[config.mk]
export PLATFORM = sky130hd
export DESIGN_NAME = terec_output_recovery
export DESIGN_NICKNAME = d
export VERILOG_FILES = /design/src/rtl/terec_pkg.sv /design/src/rtl/terec_match_counter.sv /design/src/rtl/terec_output_recovery.sv
export VERILOG_INCLUDE_DIRS = /design/src /design/src/rtl
export SDC_FILE = /design/constraint.sdc
export NUM_CORES = 1
export LEC_CHECK = 0
export ABC_AREA = 1
export ABC_CLOCK_PERIOD_IN_PS = 2600
export BUFFER_PORTS_ARGS = -buffer_cell sky130_fd_sc_hd__buf_2
export CORE_MARGIN = 2
export CORE_UTILIZATION = 30
export CTS_BUF_LIST = sky130_fd_sc_hd__clkbuf_16
export CTS_CLUSTER_DIAMETER = 60
export DETAILED_ROUTE_END_ITERATION = 12
export GPL_TIMING_DRIVEN = 0
export PLACE_DENSITY_LB_ADDON = 0.1
export SLEW_MARGIN = 0
export SYNTH_ARGS = -nofsm -noshare
export SYNTH_HDL_FRONTEND = slang
export SYNTH_SLANG_ARGS = --single-unit
[constraint.sdc]
create_clock -name clock -period 2.6 [get_ports clock]
set_clock_uncertainty 0.1 [all_clocks]
set_input_delay 0.13 -clock clock [delete_from_list [all_inputs] [get_ports clock]]
set_output_delay 0.13 -clock clock [all_outputs]
set_load 0.03 [all_outputs]
[src/rtl/terec_params.svh]
// Purpose: constants of the timer output recovery block
// Assumes: included by its bare name
// Notes:   offsets are byte addresses on the plain register port
`ifndef TEREC_PARAMS_SVH
`define TEREC_PARAMS_SVH

// register offsets
`define TEREC_OFS_START    8'h00
`define TEREC_OFS_MODE     8'h04
`define TEREC_OFS_PINIO    8'h08
`define TEREC_OFS_OUTEN    8'h0C
`define TEREC_OFS_LEVEL    8'h10
`define TEREC_OFS_FUNC     8'h14
`define TEREC_OFS_PORTDAT  8'h18
`define TEREC_OFS_PORTDIR  8'h1C
`define TEREC_OFS_STATUS   8'h20
`define TEREC_OFS_CMP0     8'h40

// field positions
`define TEREC_LVL_CYCEN    0
`define TEREC_LVL_CPINIT   1
`define TEREC_LVL_RSINIT   2
`define TEREC_PINIO_MATCH  10

// fixed pin roles of the channel 3/4 group
`define TEREC_PIN_CYCLIC   6
`define TEREC_PIN_SPARE    7
`define TEREC_PIN_POS      8
`define TEREC_PIN_NEG      9

// pin masks
`define TEREC_MASK_BSIDE   10'h2AA
`define TEREC_MASK_CYCREG  10'h015

// reset values
`define TEREC_RST_WAVE     10'h000
`define TEREC_RST_CMP      32'h0000_0000

`endif

[src/rtl/terec_pkg.sv]
// Purpose: shared types of the timer output recovery block
// Assumes: nothing
// Notes:   mode codes 6 and 7 are illegal and are refused
package terec_pkg;

  typedef enum logic [2:0] {
    NORMAL,
    PWM1,
    PWM2,
    PHASE,
    COMP,
    RSYNC
  } terec_mode_t;

endpackage

[src/rtl/terec_match_counter.sv]
// Purpose: free counter with cycle wrap and compare match pulse
// Assumes: cycle and compare are steady while running
// Notes:   the counter holds its value when stopped, so a resume continues
`timescale 1ns/1ns
module terec_match_counter #(
  parameter int CW = 16
) (
  input  wire logic          clock,
  input  wire logic          resetn,
  input  wire logic          run,
  input  wire logic [CW-1:0] cycle,
  input  wire logic [CW-1:0] compare,
  output logic               match
);

  logic [CW-1:0] count;
  wire           atCycle = (count == cycle);
  wire           atCmp   = (count == compare);

  // count up and wrap at the cycle value
  always_ff @(posedge clock) begin
    if (!resetn) begin
      count <= '0;
      match <= 1'b0;
    end else begin
      match <= run & atCmp;
      if (run) begin
        count <= atCycle ? '0 : count + 1'b1;
      end
    end
  end

endmodule // terec_match_counter

[src/rtl/terec_output_recovery.sv]
// Purpose: output pin control of a five channel timer during error recovery
// Assumes: register port is synchronous, one strobe per cycle
// Notes:   pins 6..9 form the group used by the paired PWM modes
//
// The register addresses and strobed register access were left to the implementer.
`timescale 1ns/1ns
`include "terec_params.svh"

////////////////////////////////////////////////////////////////////////////////
module terec_output_recovery #(
  parameter int CW = 16
) (
  input  wire logic        clock,
  input  wire logic        resetn,
  input  wire logic [7:0]  regAddr,
  input  wire logic [31:0] regWdata,
  input  wire logic        regWrite,
  input  wire logic        regRead,
  output logic      [31:0] regRdata,
  output logic      [9:0]  pinOut,
  output logic      [9:0]  pinOutEnN
);

  localparam int NCH = 5;
  localparam int NP  = 2 * NCH;

  ////////////////////////////////////////////////////////////////////////////////
  // register map, byte offsets on the plain port
  //   start      count run bits, one per channel
  //   mode       operating mode, codes 6 and 7 are ignored
  //   pin io     [9:0] init levels loaded at once, [19:10] match levels
  //   out enable [3:0] gates pins 6..9 of the paired group
  //   level ctl  cyclic enable, paired init levels
  //   function   1 hands a pin to the timer, 0 to the general port
  //   port data  level a port pin shows while it drives
  //   port dir   1 lets a port pin drive, 0 leaves it released
  //   status     present waveform, readable whatever the pin function
  //   compare    one word per channel, compare low half, cycle high half
  //
  // software parks pins as ports before it stops a count; the block does
  // not enforce that order, it only keeps the waveform consistent so the
  // port to timer hand-back shows the documented level

  ////////////////////////////////////////////////////////////////////////////////
  // state

  logic [NCH-1:0]          countRun;
  terec_pkg::terec_mode_t  mode;
  logic [NP-1:0]           matchLvl;
  logic [3:0]              outEnable;
  logic [2:0]              levelCtl;
  logic [NP-1:0]           pinFunc;
  logic [NP-1:0]           portData;
  logic [NP-1:0]           portDir;
  logic [NP-1:0]           wave;
  logic [NP-1:0]           next_wave;
  logic [CW-1:0]           cmpVal [NCH];
  logic [CW-1:0]           cycVal [NCH];
  logic [NCH-1:0]          match;

  ////////////////////////////////////////////////////////////////////////////////
  // address decode

  wire        wrStart   = regWrite & (regAddr == `TEREC_OFS_START);
  wire        wrMode    = regWrite & (regAddr == `TEREC_OFS_MODE);
  wire        wrPinIo   = regWrite & (regAddr == `TEREC_OFS_PINIO);
  wire        wrOutEn   = regWrite & (regAddr == `TEREC_OFS_OUTEN);
  wire        wrLevel   = regWrite & (regAddr == `TEREC_OFS_LEVEL);
  wire        wrFunc    = regWrite & (regAddr == `TEREC_OFS_FUNC);
  wire        wrPortDat = regWrite & (regAddr == `TEREC_OFS_PORTDAT);
  wire        wrPortDir = regWrite & (regAddr == `TEREC_OFS_PORTDIR);
  wire        inCmpWin  = (regAddr >= `TEREC_OFS_CMP0) &
                          (regAddr <  `TEREC_OFS_CMP0 + 8'(4 * NCH)) &
                          (regAddr[1:0] == 2'b00);
  wire [7:0]  cmpOff    = regAddr - `TEREC_OFS_CMP0;
  wire [2:0]  cmpIdx    = cmpOff[4:2];

  ////////////////////////////////////////////////////////////////////////////////
  // mode decode

  wire [2:0]  newModeRaw = regWdata[2:0];
  wire        modeLegal  = (newModeRaw <= 3'h5);
  terec_pkg::terec_mode_t newMode;
  assign newMode = terec_pkg::terec_mode_t'(newModeRaw);

  wire        modeEv     = wrMode & modeLegal;
  wire        groupMode  = (mode == terec_pkg::COMP) | (mode == terec_pkg::RSYNC);
  wire        groupRun   = countRun[3] | countRun[4];
  wire        groupStop  = wrStart & groupRun & ~(regWdata[3] | regWdata[4]);
  wire        toLowMode  = (newMode == terec_pkg::NORMAL) | (newMode == terec_pkg::PWM1);
  wire        cycEnable  = levelCtl[`TEREC_LVL_CYCEN];
  wire        compInit   = levelCtl[`TEREC_LVL_CPINIT];
  wire        rsInit     = levelCtl[`TEREC_LVL_RSINIT];
  // the match flop is one cycle late; a pulse that lands after the stop
  // write must not toggle the stop levels, so only live channels count
  wire [NCH-1:0] liveMatch = match & countRun;
  wire        groupMatch = groupMode & (liveMatch[3] | liveMatch[4]);

  // the mode change effects only act once the group counter is idle;
  // a mode write while running would fight the waveform logic
  wire        compExitLow = modeEv & ~groupRun & (mode == terec_pkg::COMP) & toLowMode;
  wire        rsExitLow   = modeEv & ~groupRun & (mode == terec_pkg::RSYNC) & toLowMode;
  wire        rsToComp    = modeEv & ~groupRun & (mode == terec_pkg::RSYNC) &
                            (newMode == terec_pkg::COMP);

  ////////////////////////////////////////////////////////////////////////////////
  // pin init masking

  // a zero bit shields the pin from a pin init write
  wire [NP-1:0] maskPwm1 = ~`TEREC_MASK_BSIDE;
  wire [NP-1:0] maskPwm2 = ~`TEREC_MASK_CYCREG;
  wire [NP-1:0] initMask = (mode == terec_pkg::PWM1) ? maskPwm1 :
                           (mode == terec_pkg::PWM2) ? maskPwm2 :
                           {NP{1'b1}};
  wire [NP-1:0] initLvl  = regWdata[NP-1:0];

  ////////////////////////////////////////////////////////////////////////////////
  // per channel counters

  genvar ch;
  generate
    for (ch = 0; ch < NCH; ch++) begin : gCh
      terec_match_counter #(
        .CW      (CW)
      ) uCnt (
        .clock   (clock),
        .resetn  (resetn),
        .run     (countRun[ch]),
        .cycle   (cycVal[ch]),
        .compare (cmpVal[ch]),
        .match   (match[ch])
      );
    end
  endgenerate

  ////////////////////////////////////////////////////////////////////////////////
  // waveform next state
  // later assignments take priority: software events beat a same cycle match
  //
  // order of precedence, lowest first:
  //   compare match of a running channel
  //   pin init write, masked by the mode
  //   count stop inside a paired mode
  //   mode change out of a stopped paired mode
  // a mode change while the group runs changes no pin level except the inactive level of a disabled
  // negative phase pin, which keeps a careless write from glitching the power stage mid-period

  always_comb begin
    next_wave = wave;
    // single channel compare behaviour
    for (int p = 0; p < NP; p++) begin
      if (liveMatch[p / 2] && !(groupMode && p >= `TEREC_PIN_CYCLIC)) begin
        next_wave[p] = matchLvl[p];
      end
    end
    // paired waveform of the channel 3/4 group
    if (groupMatch) begin
      next_wave[`TEREC_PIN_POS] = ~wave[`TEREC_PIN_POS];
      next_wave[`TEREC_PIN_NEG] = wave[`TEREC_PIN_POS];
      if (cycEnable) begin
        next_wave[`TEREC_PIN_CYCLIC] = ~wave[`TEREC_PIN_CYCLIC];
      end
    end
    // pin initialisation
    if (wrPinIo) begin
      next_wave = (next_wave & ~initMask) | (initLvl & initMask);
    end
    // count stop inside a paired mode
    if (groupStop && mode == terec_pkg::COMP) begin
      next_wave[`TEREC_PIN_CYCLIC] = compInit;
      next_wave[`TEREC_PIN_POS]    = compInit;
      next_wave[`TEREC_PIN_NEG]    = ~compInit;
    end
    if (groupStop && mode == terec_pkg::RSYNC) begin
      next_wave[`TEREC_PIN_CYCLIC] = rsInit;
      next_wave[`TEREC_PIN_POS]    = rsInit;
      next_wave[`TEREC_PIN_NEG]    = ~rsInit;
    end
    // mode change out of a stopped paired mode
    if (compExitLow) begin
      next_wave = '0;
    end
    if (rsExitLow) begin
      next_wave[`TEREC_PIN_CYCLIC] = 1'b0;
      next_wave[`TEREC_PIN_SPARE]  = 1'b0;
      next_wave[`TEREC_PIN_POS]    = 1'b0;
      next_wave[`TEREC_PIN_NEG]    = 1'b1;
    end
    if (rsToComp) begin
      next_wave[`TEREC_PIN_CYCLIC] = 1'b0;
    end
  end

  ////////////////////////////////////////////////////////////////////////////////
  // pin level selection

  // disabled group pins sit at the inactive level, high only for the
  // negative phase of a paired mode so the power stage stays off
  logic [NP-1:0] inactive;
  logic [NP-1:0] gateEn;
  always_comb begin
    inactive = '0;
    inactive[`TEREC_PIN_NEG] = groupMode;
    gateEn = {NP{1'b1}};
    gateEn[`TEREC_PIN_NEG:`TEREC_PIN_CYCLIC] = outEnable;
  end

  wire [NP-1:0] timerLvl  = (wave & gateEn) | (inactive & ~gateEn);
  wire [NP-1:0] next_pin  = (timerLvl & pinFunc) | (portData & ~pinFunc);
  wire [NP-1:0] next_enN  = ~(pinFunc | portDir);

  ////////////////////////////////////////////////////////////////////////////////
  // read mux

  logic [31:0] readVal;
  always_comb begin
    readVal = 32'h0000_0000;
    unique case (regAddr)
      `TEREC_OFS_START:   readVal[NCH-1:0] = countRun;
      `TEREC_OFS_MODE:    readVal[2:0]     = mode;
      `TEREC_OFS_PINIO:   readVal[19:10]   = matchLvl;
      `TEREC_OFS_OUTEN:   readVal[3:0]     = outEnable;
      `TEREC_OFS_LEVEL:   readVal[2:0]     = levelCtl;
      `TEREC_OFS_FUNC:    readVal[NP-1:0]  = pinFunc;
      `TEREC_OFS_PORTDAT: readVal[NP-1:0]  = portData;
      `TEREC_OFS_PORTDIR: readVal[NP-1:0]  = portDir;
      `TEREC_OFS_STATUS:  readVal[NP-1:0]  = wave;
      default: begin
        if (inCmpWin) begin
          readVal = {cycVal[cmpIdx], cmpVal[cmpIdx]};
        end
      end
    endcase
  end

  ////////////////////////////////////////////////////////////////////////////////
  // control registers

  // count start is a plain write; software orders it against mode changes
  always_ff @(posedge clock) begin
    if (!resetn) begin
      countRun <= '0;
      mode     <= terec_pkg::NORMAL;
    end else begin
      if (wrStart) begin
        countRun <= regWdata[NCH-1:0];
      end
      if (modeEv) begin
        mode <= newMode;
      end
    end
  end

  // pin io, enable and level control
  always_ff @(posedge clock) begin
    if (!resetn) begin
      matchLvl  <= '0;
      outEnable <= '0;
      levelCtl  <= '0;
    end else begin
      if (wrPinIo) begin
        matchLvl <= regWdata[`TEREC_PIN_NEG + `TEREC_PINIO_MATCH:`TEREC_PINIO_MATCH];
      end
      if (wrOutEn) begin
        outEnable <= regWdata[3:0];
      end
      if (wrLevel) begin
        levelCtl <= regWdata[2:0];
      end
    end
  end

  // pin function: zero selects general port, kept high-impedance until set
  always_ff @(posedge clock) begin
    if (!resetn) begin
      pinFunc  <= '0;
      portData <= '0;
      portDir  <= '0;
    end else begin
      if (wrFunc) begin
        pinFunc <= regWdata[NP-1:0];
      end
      if (wrPortDat) begin
        portData <= regWdata[NP-1:0];
      end
      if (wrPortDir) begin
        portDir <= regWdata[NP-1:0];
      end
    end
  end

  // compare and cycle values, one word per channel
  always_ff @(posedge clock) begin
    if (!resetn) begin
      for (int i = 0; i < NCH; i++) begin
        cmpVal[i] <= '0;
        cycVal[i] <= '0;
      end
    end else if (regWrite && inCmpWin) begin
      cmpVal[cmpIdx] <= regWdata[CW-1:0];
      cycVal[cmpIdx] <= regWdata[16+CW-1:16];
    end
  end

  ////////////////////////////////////////////////////////////////////////////////
  // output flops

  // every pin output comes from a flop, one cycle behind its cause
  // pins thus lag the status word by one cycle; the trade buys clean
  // edges at the power stage for a single cycle of latency
  always_ff @(posedge clock) begin
    if (!resetn) begin
      wave      <= `TEREC_RST_WAVE;
      pinOut    <= '0;
      pinOutEnN <= '1;
      regRdata  <= 32'h0000_0000;
    end else begin
      wave      <= next_wave;
      pinOut    <= next_pin;
      pinOutEnN <= next_enN;
      regRdata  <= regRead ? readVal : 32'h0000_0000;
    end
  end

endmodule // terec_output_recovery

* Word level (Yosys, flattened, before mapping) *
Memories as Yosys holds them, arrays and structs flattened.
Index checks and enable logic that the tools add are counted.

storage, ports and cells
  input port bits = 44
  memory bits (writable) = 160
  register bits after elaboration = 202
  memories = 2

memories
  memory  depth  width  read ports  clocked after memory_dff  wr ports  line                         RTL
  cmpVal  5      16     6           0                         5         terec_output_recovery.sv:57  logic [CW-1:0] cmpVal [NCH];
  cycVal  5      16     6           0                         5         terec_output_recovery.sv:58  logic [CW-1:0] cycVal [NCH];

operators by class
  $lt $le $gt $ge = 3
  add/subtract/negate cells = 6
  reductions and logical operators = 20
  equality and inequality tests = 24
  muxes and demuxes = 43
  bitwise operators = 54

operators with widths
  operator                 count
  $eq A16 B16 Y1           10
  $mux W16                 7
  $add A16 B1 Y16 const B  5
  $and A10 B10 Y10         6
  $not A10 Y10             4
  $or A10 B10 Y10          4
  $eq A8 B5 Y1 const B     4
  $reduce_or A16 Y1        2
  $mux W10                 3
  $pmux W3 S9              1
  $and A1 B1 Y1            25
  $pmux W5 S5              1
  $mux W1                  20
  $mux W20                 1
  $pmux W10 S2             1
  $eq A8 B4 Y1 const B     2
  $reduce_or A12 Y1        1
  $eq A3 B3 Y1 const B     3
  $not A1 Y1               9
  $eq A8 B3 Y1 const B     1
  $eq A8 B6 Y1 const B     1
  $ge A8 B7 Y1 const B     1
  $logic_not A8 Y1         1
  $lt A8 B7 Y1 const B     1
  22 further kinds         36

* Depth between registers and ports, before layout *
  depth after elaboration = 14
  mapped depth = 14

* Modules after synthesis *
A second synthesis with hierarchy kept.

second synthesis, totals
  cell total of the unflattened synthesis = 2658
  area total of the unflattened synthesis = 22272.6 um^2

by module, submodules not included
  module                 area an instance (um^2)  sequential area each (um^2)  cells each  instances
  terec_output_recovery  14802.9                  10029.6                      1368        1
  terec_match_counter    1493.9                   340.3                        258         5

* Worst setup path after synthesis *
No wires, ideal clock.

  path type = input to register
  start = in regAddr[2]
  end = mem cmpVal[4][0] (enable)
  arrival = 2034 ps
  buffers on the path = 2
  stages = 9
  path slack = 76 ps
  library setup time = 389 ps
  cell sequence = buf_2 > nor2_4 > inv_2 > a21oi_4 > nand3_1 > nor2_2 > nand3_1 > buf_2 > nand2_1

RTL lines
  item                line                         RTL
  start: declaration  terec_output_recovery.sv:15  input wire logic [7:0] regAddr,
  end: declaration    terec_output_recovery.sv:57

* Final worst setup path *
  start = in regAddr[3]
  end = reg regRdata[19]

on the way
  word-level cells in the longest chain between the ends = 5
  elaborated cells on any way between the ends = 18
  classes of those cells = 1 x add/sub; 2 x order compare; 8 x eq/ne; 2 x mux; 2 x bitwise; 2 x reduce/logical; 1 x memory

ends and longest elaborated chain
  item                                                                    line                          RTL
  parallel branches: the longest is 4 deep, another holds $mem_v2 Z5 W16  -
  $pmux W10 S2 *                                                          terec_output_recovery.sv:218  unique case (regAddr)
  end signal: assignment                                                  terec_output_recovery.sv:321  regRdata <= regRead ? readVal : 32'h0000_0000;
  end: declaration                                                        terec_output_recovery.sv:19   output logic [31:0] regRdata,

Every way passes the cells marked *.
A chain may end at the register's enable or synchronous reset.

==> qor.txt <==
Run status - complete, no violations
Routed WL - 83380 um
Worst Path Arrival - 2960 ps
Post-synth EDFFs - 256
Largest net degree at the start of global routing - 33
Reg2reg path depth - 8
Mapped Cells - 2315
Final setup viols - 0
PD cells - 688.0 mW/mm^2
CTS root buffer - clkbuf_16
Synth Flop Type - edfxtp_1
Synthesized area per cell - 8.936 sq um
Slew @ Worst Pin - 1375 ps
GR Overflow Total - 0
Period utilisation layout - 95.99%
Vias in the first global route - 17560
Cell taking the most area after synthesis - edfxtp_1
DR WL/cell - 23.66 um
NumNets Final - 2645
Fraction of registers with async set or reset after synthesis - 0%
Worst reg-to-reg setup slack - 120 ps
Proportion of layout cells with a drive suffix above 1 - 9.576%
Max_cap viols - 0
YS warnings - 0
GRT Total Usage - 23.45%
Worst Setup End Kind - register
Number of hold violations in the final report - 0
Starting Density - 30.22%
# fillers - 7131
Total power after layout - 17.15 mW
WP buf/inv - 4
CP max FO - 10
Initial DRC Count - 1790
Port bufs - 93
Critical path startpoint category - input port
I/O pins - 96
Vias - 17960
First-pass GRT wire length - 120400 um
Clock slew at reported path FFs - 60 ps
RR Startpoint - countRun[2]
CTS Buffer Depth - 3
Max Freq - 400.7 MHz
Post-CTS Setup Repair Bufs - 0
Commonest cells in the netlist - nor2_1 (342), nand2_1 (334), edfxtp_1 (256)
Reg2reg end - gCh[2].uCnt.count[3]
Via density - 5.097
RSZ-0062 raised after global routing - no
Area share of the largest cell type after synthesis - 37.16%
Dominant cells by area after synthesis - edfxtp_1 (37%), dfxtp_1 (20%), nor2_1 (6.2%), nand2_1 (6.1%), inv_1 (4.6%)
VDD IR max - 0.4092 mV
Min Tclk post-route - 2496 ps
Cell Rows - 96
ANT nets after route - 0
Worst hold stages - 5
Crit path required time - 3060 ps
CTS tree - yes
Leakage power - 9.559 nW
Die Height - 266.6 um
Max incr delay on CP - 820 ps
Hold path endpoint - levelCtl[1]
Synth Cell Area - 0.02069 sq mm
Die area - 0.07108 sq mm
Clock Latency Late Sink - 630 ps
DRC - 0
Initial antenna violation count - 1
Hold Crit Class - in -> reg
# diodes - 0
FF+latch count, synth - 458
Slew Viols, Final - 0
Global placement routability congestion - 0.9319
Hold path start - regAddr[0]
Drt pass-1 iters - 6
Die W - 266.6 um
Post-synthesis sequential area ratio - 56.71%
Clock Sinks - 458
Area growth, synth to finish - 20.48%
Delay-heaviest family, CP - buffers and inverters
Critical path type - in -> reg
Cell Chain, Critical Path - buf_2 > inv_2 > nand2_1 > buf_2 > buf_1 > o22ai_1 > o21ai_0 > nand3_1 > nand2_1
Synth unique cells - 49
H-tree Lvls - 2
Slew HR - 8.358%
DP HPWL - 64090 um
Core area - 0.06847 sq mm
TritonCTS Buffers - 54
Final TNS setup - 0 ps
Count leader, synth - nor2_1
Critical path's slowest cell - o21ai_0
[metrics by stage]
step	hold WS (ps)	cell area, sq um	setup slack (ps)	util (%)	std cells
final	49.16	24920	104.3	36.40	3524
after global routing	76.38	24920	18.95	36.40	3524
after CTS	6.529	24910	60.79	36.38	3524
after detailed placement	252.4	22670	-1765	33.11	3387
after global placement	249.9	22610	-1813	33.03	3385
after floorplan	128.9	21040	76.16	-	2410
[cells in the final DEF (no fill, tap or decap), types with 5 or more instances in the layout]
cell / instances
clkbuf_16: 58
nor3_1: 70
nand3_1: 96
nand4_1: 32
clkinv_1: 12
clkbuf_1: 42
a211oi_1: 15
and3_1: 5
o21ai_0: 158
inv_2: 7
nor4_1: 12
dlygate4sd3_1: 36
inv_6: 5
a221oi_1: 12
inv_1: 260
o211ai_1: 7
buf_2: 120
edfxtp_1: 256
bufinv_16: 7
xnor2_1: 24
nor2_1: 341
dfxtp_1: 202
xor2_1: 53
o22ai_1: 119
a21oi_1: 135
clkinv_2: 14
o2111ai_1: 9
conb_1: 96
or2_2: 11
a22oi_1: 25
ha_1: 5
nor2_2: 5
nor3b_1: 9
buf_1: 9
nand2_1: 329
[kinds of logic after synthesis]
group / count (synthesis) / share of synthesized area, %
flip-flops: 458 / 56.71
AND/OR/NAND/NOR: 925 / 18.99
other: 1 / 0.01813
XOR/XNOR: 77 / 3.260
AO/OA/AOI/OAI: 501 / 14.17
adder cells (fa/ha/maj): 5 / 0.3024
buffers and inverters: 348 / 6.550
[worst min-delay path: stages]
cell and delay (ps):
buf_2 80, nor2_2 60, nand2_1 180, nor3_1 140, a21oi_1 140
[metal layers]
layer | track usage (%) | vias up | wire length [um]
li1 | - | 8458 | -
met4 | 8.822 | 2 | 3034
met1 | 31.34 | 8734 | 36460
met5 | 0 | - | 12
met3 | 4.004 | 125 | 5553
met2 | 37.96 | 643 | 38310
[report_power, final]
group	internal, mW	switching [mW]
sequential	7.91	0.197
combinational	0.276	0.769
clock	4.74	3.25
[how the worst max path moves through the flow]
| stage | slack (ps) | start | to | cells after the start |
|---|---|---|---|---|
| floorplan | 80 | regAddr[2] | cmpVal[4][0] | 9 |
| global placement | -1810 | resetn | cycVal[4][14] | 4 |
| detailed placement | -1760 | resetn | cycVal[3][11] | 4 |
| CTS | 60 | regAddr[4] | cycVal[0][5] | 9 |
| global route | 20 | regAddr[4] | cycVal[4][8] | 8 |
| finish | 100 | regAddr[3] | regRdata[19] | 9 |
[sequential cells by signal, indices dropped and copies added (netlist names), named ones only]
| register | count |
|---|---|
| cmpVal | 128 |
| portDir | 10 |
| gCh.uCnt.count | 80 |
| wave | 9 |
| cycVal | 128 |
| matchLvl | 10 |
| pinFunc | 10 |
| countRun | 5 |
| gCh.uCnt.match | 5 |
| outEnable | 4 |
| regRdata | 32 |
| mode | 3 |
| pinOutEnN | 10 |
| portData | 10 |
| levelCtl | 3 |
| pinOut | 10 |
[layout make-up]
cell class	count	area (sq um)	area share (%)
buffer	83	361.6	1.451
clock buffer	58	1451	5.823
clock inverter	44	416.7	1.672
inverter	264	991.0	3.976
multi-input combinational	1604	7988	32.05
sequential	458	11730	47.07
tap	882	1104	4.428
timing repair buffer	131	880.8	3.534
[timing repair]
item                                   4_1_cts  5_1_grt
endpoints found under the hold margin      206        0
resized for setup                            5        4
hold buffers                                36        0
setup endpoints to repair                  160      144
(Power assumes the default switching activity.)
